File: config.mk
export PLATFORM = sky130hd
export DESIGN_NAME = ict_insn_timing
export DESIGN_NICKNAME = d
export VERILOG_FILES = /design/src/ict_opcode_decode.v /design/src/ict_rel_target.v /design/src/ict_insn_timing.v
export VERILOG_INCLUDE_DIRS = /design/src
export SDC_FILE = /design/constraint.sdc
export NUM_CORES = 1
export LEC_CHECK = 0
export ABC_AREA = 1
export ABC_CLOCK_PERIOD_IN_PS = 2950
export BUFFER_PORTS_ARGS = -buffer_cell sky130_fd_sc_hd__buf_2
export CORE_ASPECT_RATIO = 0.6
export CORE_MARGIN = 3
export CORE_UTILIZATION = 50
export CTS_CLUSTER_DIAMETER = 50
export DETAILED_ROUTE_END_ITERATION = 12
export PLACE_DENSITY = 0.83
export SLEW_MARGIN = 20
export SYNTH_ARGS = -nofsm -noshare
export SYNTH_HDL_FRONTEND = slang
export SYNTH_SLANG_ARGS = --single-unit
File: constraint.sdc
create_clock -name sys_clk -period 2.95 [get_ports sys_clk]
set_input_delay 0.1475 -clock sys_clk [delete_from_list [all_inputs] [get_ports sys_clk]]
set_output_delay 0.1475 -clock sys_clk [all_outputs]
set_load 0.005 [all_outputs]
File: src/ict_consts.vh
// Constants shared by the instruction timing decoder files
`ifndef ICT_CONSTS_VH
`define ICT_CONSTS_VH

// ----------------------------------------
// Timing entry layout {cond, len[1:0], cyc[3:0]}
// ----------------------------------------
`define ICT_ENT_W       7
`define ICT_ENT_COND    6
`define ICT_ENT_LEN     5:4
`define ICT_ENT_CYC     3:0

// ----------------------------------------
// Entries: bytes, then cycles (not-taken count for conditionals)
// ----------------------------------------
`define ICT_T11         7'h11
`define ICT_T12         7'h12
`define ICT_T13         7'h13
`define ICT_T14         7'h14
`define ICT_T15         7'h15
`define ICT_T18         7'h18
`define ICT_T22         7'h22
`define ICT_T23         7'h23
`define ICT_T33         7'h33
`define ICT_T34         7'h34
`define ICT_C22         7'h62
`define ICT_C33         7'h73
`define ICT_C34         7'h74

// ----------------------------------------
// Opcodes and timing counts
// ----------------------------------------
`define ICT_OP_UNUSED   8'hA5
`define ICT_TAKEN_EXTRA 4'h1
`define ICT_CYC_ONE     4'h1

// ----------------------------------------
// Reset values
// ----------------------------------------
`define ICT_RST_ADDR    16'h0000
`define ICT_RST_OP      8'h00
`define ICT_RST_LEN     2'h1
`define ICT_RST_CYC     4'h1

`endif

File: src/ict_opcode_decode.v
// Opcode to byte length and clock cycle lookup
`include "ict_consts.vh"

module ict_opcode_decode
(
  // Opcode in
  input  wire [7:0] opcode,
  // Timing out
  output wire [1:0] op_len,
  output wire [3:0] op_cyc,
  output wire       op_cond
);

  // ----------------------------------------
  // Lookup
  // ----------------------------------------
  reg [`ICT_ENT_W-1:0] ent;

  always @*
  begin
    ent = `ICT_T11;
    if (opcode[3])
    begin
      case (opcode[7:4])
        4'h7, 4'h8, 4'hA: ent = `ICT_T22;
        4'hB:             ent = `ICT_C33;
        4'hD:             ent = `ICT_C22;
        default:          ent = `ICT_T11;
      endcase
    end
    else if (opcode[2:1] == 2'h3)
    begin
      case (opcode[7:4])
        4'h7, 4'h8, 4'hA: ent = `ICT_T22;
        4'hB:             ent = `ICT_C34;
        default:          ent = `ICT_T12;
      endcase
    end
    else
    begin
      case (opcode[2:0])
        3'h5:
        case (opcode[7:4])
          4'h7, 4'h8: ent = `ICT_T33;
          4'hB, 4'hD: ent = `ICT_C33;
          default:    ent = `ICT_T22;
        endcase
        3'h4:
        case (opcode[7:4])
          4'h8:       ent = `ICT_T18;
          4'hA:       ent = `ICT_T14;
          4'hB:       ent = `ICT_C33;
          4'h2, 4'h3, 4'h4, 4'h5, 4'h6, 4'h7, 4'h9: ent = `ICT_T22;
          default:    ent = `ICT_T11;
        endcase
        3'h3:
        case (opcode[7:4])
          4'h4, 4'h5, 4'h6: ent = `ICT_T33;
          4'h7, 4'h8, 4'h9, 4'hE, 4'hF: ent = `ICT_T13;
          default:    ent = `ICT_T11;
        endcase
        3'h2:
        case (opcode[7:4])
          4'h0, 4'h1: ent = `ICT_T34;
          4'h2, 4'h3: ent = `ICT_T15;
          4'hE, 4'hF: ent = `ICT_T13;
          default:    ent = `ICT_T22;
        endcase
        3'h1:         ent = `ICT_T23;
        default:
        case (opcode[7:4])
          4'h0:       ent = `ICT_T11;
          4'h1, 4'h2, 4'h3: ent = `ICT_C33;
          4'h4, 4'h5, 4'h6, 4'h7: ent = `ICT_C22;
          4'h8:       ent = `ICT_T23;
          4'h9:       ent = `ICT_T33;
          4'hE, 4'hF: ent = `ICT_T13;
          default:    ent = `ICT_T22;
        endcase
      endcase
    end
    if (opcode == `ICT_OP_UNUSED)
      ent = `ICT_T11;
  end

  assign op_len  = ent[`ICT_ENT_LEN];
  assign op_cyc  = ent[`ICT_ENT_CYC];
  assign op_cond = ent[`ICT_ENT_COND];

endmodule // ict_opcode_decode

File: src/ict_rel_target.v
// Follow-on address and relative branch target
module ict_rel_target
(
  // Instruction in
  input  wire [15:0] insn_addr,
  input  wire [1:0]  insn_len,
  input  wire [7:0]  rel_offset,
  // Addresses out
  output wire [15:0] follow_addr,
  output wire [15:0] branch_target
);

  // ----------------------------------------
  // Address arithmetic
  // ----------------------------------------
  assign follow_addr   = insn_addr + {14'h0000, insn_len};
  assign branch_target = follow_addr + {{8{rel_offset[7]}}, rel_offset};

endmodule // ict_rel_target

File: src/ict_insn_timing.v
// Instruction issue sequencer with per-opcode length and cycle timing
`include "ict_consts.vh"

module ict_insn_timing
#(
  parameter STAT_W    = 16,
  parameter HIST_BINS = 8
)
(
  // Clock and reset
  input  wire                      sys_clk,
  input  wire                      rst_n,
  input  wire                      clk_en,
  // Fetch side
  input  wire                      fetch_valid,
  input  wire [7:0]                fetch_opcode,
  input  wire [15:0]               fetch_addr,
  input  wire [7:0]                fetch_rel,
  output wire                      fetch_ready,
  // Execute side
  input  wire                      branch_cond,
  // Current instruction
  output reg  [7:0]                insn_opcode,
  output reg  [1:0]                insn_len,
  output reg  [3:0]                insn_cycles,
  output reg                       insn_cond,
  output reg                       insn_taken,
  output reg  [15:0]               insn_target,
  output reg  [15:0]               next_fetch_addr,
  output reg  [3:0]                cycle_index,
  output wire                      insn_busy,
  output wire                      insn_done,
  // Statistics
  input  wire                      stats_clear,
  output reg  [STAT_W-1:0]         retired_count,
  output reg  [STAT_W-1:0]         cycle_count,
  output reg  [STAT_W-1:0]         taken_count,
  output wire [HIST_BINS*STAT_W-1:0] hist_flat
);

  // ----------------------------------------
  // States
  // ----------------------------------------
  localparam ST_IDLE = 1'b0;
  localparam ST_EXEC = 1'b1;

  // ----------------------------------------
  // Counter helper
  // ----------------------------------------
  function [STAT_W-1:0] ict_bump;
    input [STAT_W-1:0] cnt;
    input              clr;
    input              ev;
    begin
      if (clr)
        ict_bump = {{(STAT_W-1){1'b0}}, ev};
      else if (ev)
        ict_bump = cnt + {{(STAT_W-1){1'b0}}, 1'b1};
      else
        ict_bump = cnt;
    end
  endfunction

  // ----------------------------------------
  // Decode of the offered opcode
  // ----------------------------------------
  wire [1:0]  dec_len;
  wire [3:0]  dec_cyc;
  wire        dec_cond;
  wire [15:0] dec_follow;
  wire [15:0] dec_target;

  ict_opcode_decode u_decode
  (
    .opcode  (fetch_opcode),
    .op_len  (dec_len),
    .op_cyc  (dec_cyc),
    .op_cond (dec_cond)
  );

  ict_rel_target u_target
  (
    .insn_addr     (fetch_addr),
    .insn_len      (dec_len),
    .rel_offset    (fetch_rel),
    .follow_addr   (dec_follow),
    .branch_target (dec_target)
  );

  // ----------------------------------------
  // Issue handshake
  // ----------------------------------------
  reg        state;
  reg        next_state;
  reg  [3:0] remain;
  reg  [3:0] next_remain;

  wire       last_cycle;
  wire       accept;
  wire       acc_taken;
  wire [3:0] acc_total;

  assign last_cycle  = (state == ST_EXEC) && (remain == 4'h0);
  assign fetch_ready = clk_en && ((state == ST_IDLE) || last_cycle);
  assign accept      = fetch_valid && fetch_ready;
  assign acc_taken   = dec_cond && branch_cond;
  assign acc_total   = acc_taken ? (dec_cyc + `ICT_TAKEN_EXTRA) : dec_cyc;
  assign insn_busy   = (state == ST_EXEC);
  assign insn_done   = clk_en && last_cycle;

  // ----------------------------------------
  // Sequencer
  // ----------------------------------------
  always @*
  begin
    next_state  = state;
    next_remain = remain;
    case (state)
      ST_IDLE:
      begin
        if (accept)
        begin
          next_state  = ST_EXEC;
          next_remain = acc_total - `ICT_CYC_ONE;
        end
      end
      ST_EXEC:
      begin
        if (remain != 4'h0)
          next_remain = remain - `ICT_CYC_ONE;
        else if (accept)
          next_remain = acc_total - `ICT_CYC_ONE;
        else
          next_state = ST_IDLE;
      end
      default:
      begin
        next_state  = ST_IDLE;
        next_remain = 4'h0;
      end
    endcase
  end

  always @(posedge sys_clk or negedge rst_n)
  begin
    if (!rst_n)
    begin
      state  <= ST_IDLE;
      remain <= 4'h0;
    end
    else if (clk_en)
    begin
      state  <= next_state;
      remain <= next_remain;
    end
  end

  // ----------------------------------------
  // Current instruction registers
  // ----------------------------------------
  always @(posedge sys_clk or negedge rst_n)
  begin
    if (!rst_n)
    begin
      insn_opcode     <= `ICT_RST_OP;
      insn_len        <= `ICT_RST_LEN;
      insn_cycles     <= `ICT_RST_CYC;
      insn_cond       <= 1'b0;
      insn_taken      <= 1'b0;
      insn_target     <= `ICT_RST_ADDR;
      next_fetch_addr <= `ICT_RST_ADDR;
    end
    else if (clk_en && accept)
    begin
      insn_opcode     <= fetch_opcode;
      insn_len        <= dec_len;
      insn_cycles     <= acc_total;
      insn_cond       <= dec_cond;
      insn_taken      <= acc_taken;
      insn_target     <= dec_target;
      next_fetch_addr <= acc_taken ? dec_target : dec_follow;
    end
  end

  // ----------------------------------------
  // Elapsed clock within the instruction
  // ----------------------------------------
  always @(posedge sys_clk or negedge rst_n)
  begin
    if (!rst_n)
      cycle_index <= 4'h0;
    else if (clk_en)
    begin
      if (accept)
        cycle_index <= 4'h0;
      else if (state == ST_EXEC)
        cycle_index <= cycle_index + `ICT_CYC_ONE;
    end
  end

  // ----------------------------------------
  // Statistics counters
  // ----------------------------------------
  always @(posedge sys_clk or negedge rst_n)
  begin
    if (!rst_n)
    begin
      retired_count <= {STAT_W{1'b0}};
      cycle_count   <= {STAT_W{1'b0}};
      taken_count   <= {STAT_W{1'b0}};
    end
    else if (clk_en)
    begin
      retired_count <= ict_bump(retired_count, stats_clear, last_cycle);
      cycle_count   <= ict_bump(cycle_count, stats_clear, insn_busy);
      taken_count   <= ict_bump(taken_count, stats_clear, accept && acc_taken);
    end
  end

  // ----------------------------------------
  // Histogram of issued cycle counts
  // ----------------------------------------
  genvar g;
  generate
    for (g = 0; g < HIST_BINS; g = g + 1)
    begin : g_bin
      localparam [3:0] BIN_CYC = g + 1;
      reg [STAT_W-1:0] bin;
      always @(posedge sys_clk or negedge rst_n)
      begin
        if (!rst_n)
          bin <= {STAT_W{1'b0}};
        else if (clk_en)
          bin <= ict_bump(bin, stats_clear, accept && (acc_total == BIN_CYC));
      end
      assign hist_flat[g*STAT_W +: STAT_W] = bin;
    end
  endgenerate

endmodule // ict_insn_timing

==> reports/metrics.yaml <==
timing:
  tightest_slew_ns: 0.7113
  fmax_mhz: 289.0
  skew_ns: 0.01912
  finalMaxSlewViolations: 0
  min_period_ns: 3.461
  period_share_pct: 117.3
  hold_viol_final: 0
  setup_viol: 21
  slew_headroom_pct: 52.58
  setup_slack_ns: -0.5106
  rsz0062_at_grt: "yes"
pwr:
  ir_drop_v: 0.0005164
  p_leak_nw: 9.054
  powerDensity_nw_per_um2: 508.5
outcome:
  outcome: "finished with violations"
  violations: "setup timing"
finish:
  drive_gt1_share_pct: 27.56
  syn_to_final_growth_pct: 32.40
  n_antenna_cell: 0
  final_cells: 2606
  fin_nets: 2306
  multi_input_area_sq_um: 7625
  area.sequential_sq_um: 5833
  fillers: 2136
drt:
  top_layer: "met4"
  wl_per_cell_microns: 16.81
  drc: 0
  via_count: 14360
  drt_iter0_drc: 1298
  wl_met2_microns: 19790
  first_pass_iters: 6
  via_per_inst: 5.511
  drtAntennaViolNets: 0
  routed_wl_microns: 43790
  wl_met1_microns: 19280
  dr_wl_met3_microns: 3512
critical_path:
  timing.rr.end: "retired_count[15]"
  path_max_fanout: 7
  worstReg2RegStart: "remain[0]"
  cp-startpoint: "fetch_opcode[5]"
  cp_slowest_stage_delay_ns: 0.35
  startpoint_type: "input pin"
  crit_required_ns: 3.37
  critPathSlowestCell: "fa_2"
  cp-end-kind: "flop"
  cpMostUsedCell: "nand2_1"
  critPathKind: "input pin to flop"
  rrSetupSlack_ns: 0.35
  cp.arrival_ns: 3.88
  ff2ff_path_depth: 15
hold_path:
  hold_path.class: "input pin to flop"
  min_from: "stats_clear"
  hold_depth: 4
  hold_end: "retired_count[0]"
synthesis:
  synth_flop_cell: "dfrtp_1"
  yosysUniqueCellTypes: 49
  syn_avg_cell_area_sq_um: 7.608
  netlist_instances: 1818
  synth-edff-count: 0
  ys_warn_count: 0
  synth_async_sr_flop_share_pct: 100.0
  syn_nets: 1898
  ys_seq_elements: 233
  seq_area_frac_synth_pct: 42.17
  netlist_area_sq_um: 13830
grt:
  grt_overflow: 0
  grt.total_usage_pct: 27.67
  grt_pass1_vias: 13330
  grt_max_degree: 73
  antenna_found_initial: 0
  grt_pass1_wl_microns: 67680
clock_network:
  cts_buffers: 26
  cts_tree: "built"
  cts_max_level: 1
  clkSlewWorstSetupHoldPaths_ns: 0.06
  clockRootBuffer: "clkbuf_16"
  clock-sinks: 233
  insertion_delay_ns: 0.55
  cts_max_path_buffers: 3
floorplanning:
  initial_core_util_pct: 51.57
  rows: 46
  die_area_sq_um: 29760
  fp.dieH_microns: 134.8
  die_w_microns: 220.7
  core_sq_um: 26820
  io_pins: 269
placed_design:
  dp.cells: 2529
  port_buffers: 268
  place_congestion: 0.9634
  place_ws_ns: -1.294
  hpwlAfterDp_microns: 30930
flow_run:
  cap_violations: 0
cell usage in the layout, fill, tap and decap left out, types with 27 or more instances in the layout:
cell type,synthesis,layout
nand2_1,419,387
buf_2,4,260
dfrtp_1,231,231
inv_1,213,201
nor2_1,193,179
buf_4,5,140
nand3_1,120,116
o21ai_0,116,94
a21oi_1,91,77
xor2_1,73,68
nor3_1,64,60
nand4_1,50,50
nand2_2,14,34
ha_1,40,30
clkbuf_16,0,27
layout make-up:
cell class / instances / share of cell area, %
multi-input cells: 1318 / 41.64
clock inverters: 11 / 0.4714
flip-flops and latches: 233 / 31.85
repair buffers: 428 / 14.83
clock buffers: 37 / 4.113
inverters: 219 / 4.639
well taps: 360 / 2.460
cell usage after synthesis (14+ instances only):
cell type,number,area share (%)
a21oi_1,91,3.3
clkbuf_1,25,0.68
dfrtp_1,231,42
ha_1,40,3.6
inv_1,213,5.8
nand2_1,419,11
nand2_2,14,0.63
nand3_1,120,4.3
nand4_1,50,2.3
nor2_1,193,5.2
nor3_1,64,2.3
nor4_1,19,0.86
o21ai_0,116,4.2
o31ai_1,21,1.1
xnor2_1,24,1.5
xor2_1,73,4.6
per-stage QoR:
step | util, % | hold WS [ns] | setup TNS [ns] | total power [mW] | instance area [sq um]
after floorplan | - | -0.1481 | -4.581 | 4.872 | 14020
after global placement | 61.91 | 0.1571 | -33.46 | 5.783 | 16610
after detailed placement | 61.91 | 0.1649 | -48.32 | 5.878 | 16610
after CTS | 66.40 | 0.01662 | -4.227 | 9.171 | 17810
after global routing | 68.28 | 0.08916 | -10.87 | 9.754 | 18310
final | 68.28 | 0.05932 | -6.883 | 9.313 | 18310
power by group:
part           switching (mW)  internal [mW]
Combinational            1.25          0.983
Clock                    1.42           1.80
Sequential              0.269           3.59
critical path: cells and delay by family:
family                     cells  cell delay [ns]
AOI/OAI and AO/OA              7             0.95
xor gates and xnor gates       1             0.13
adders and majority gates      3             0.79
buffers and inverters          4             0.42
and+or+nand+nor               16             1.41
timing repair:
action | 4_1_cts | 5_1_grt
resized for setup | 64 | 94
pin swaps | 33 | 44
hold buffers | 8 | 0
hold endpoints to repair | 76 | 0
setup buffers | 7 | 15
setup endpoints to repair | 22 | 109
metal layers:
metal | track usage [%] | up-vias
met2 | 41.96 | 637
met1 | 41.01 | 6843
met3 | 5.195 | 104
met4 | 6.851 | 0
li1 | - | 6778
met5 | 0 | -
sequential cells by signal, summed over array words and instances, names as in the netlist, 8 cells and up:
name	count
g_bin.bin	128
cycle_count	16
insn_target	16
next_fetch_addr	16
retired_count	16
taken_count	16
insn_opcode	8
how the worst max path moves through the flow:
stage / endpoint / depth (start not counted)
floorplan: next_fetch_addr[15] / 28
global placement: insn_target[14] / 28
finish: next_fetch_addr[15] / 31
CTS: next_fetch_addr[15] / 31
detailed placement: insn_target[14] / 28
global route: next_fetch_addr[15] / 30
kinds of logic after synthesis:
group | Yosys count | share of synthesized area [%]
XOR/XNOR | 97 | 6.143
AO/OA/AOI/OAI | 266 | 10.58
AND/OR/NAND/NOR | 913 | 29.51
flip-flops | 233 | 42.17
adder cells (fa/ha/maj) | 42 | 3.908
buffers and inverters | 267 | 7.690
Note: power is estimated with default switching activity, not from simulation.
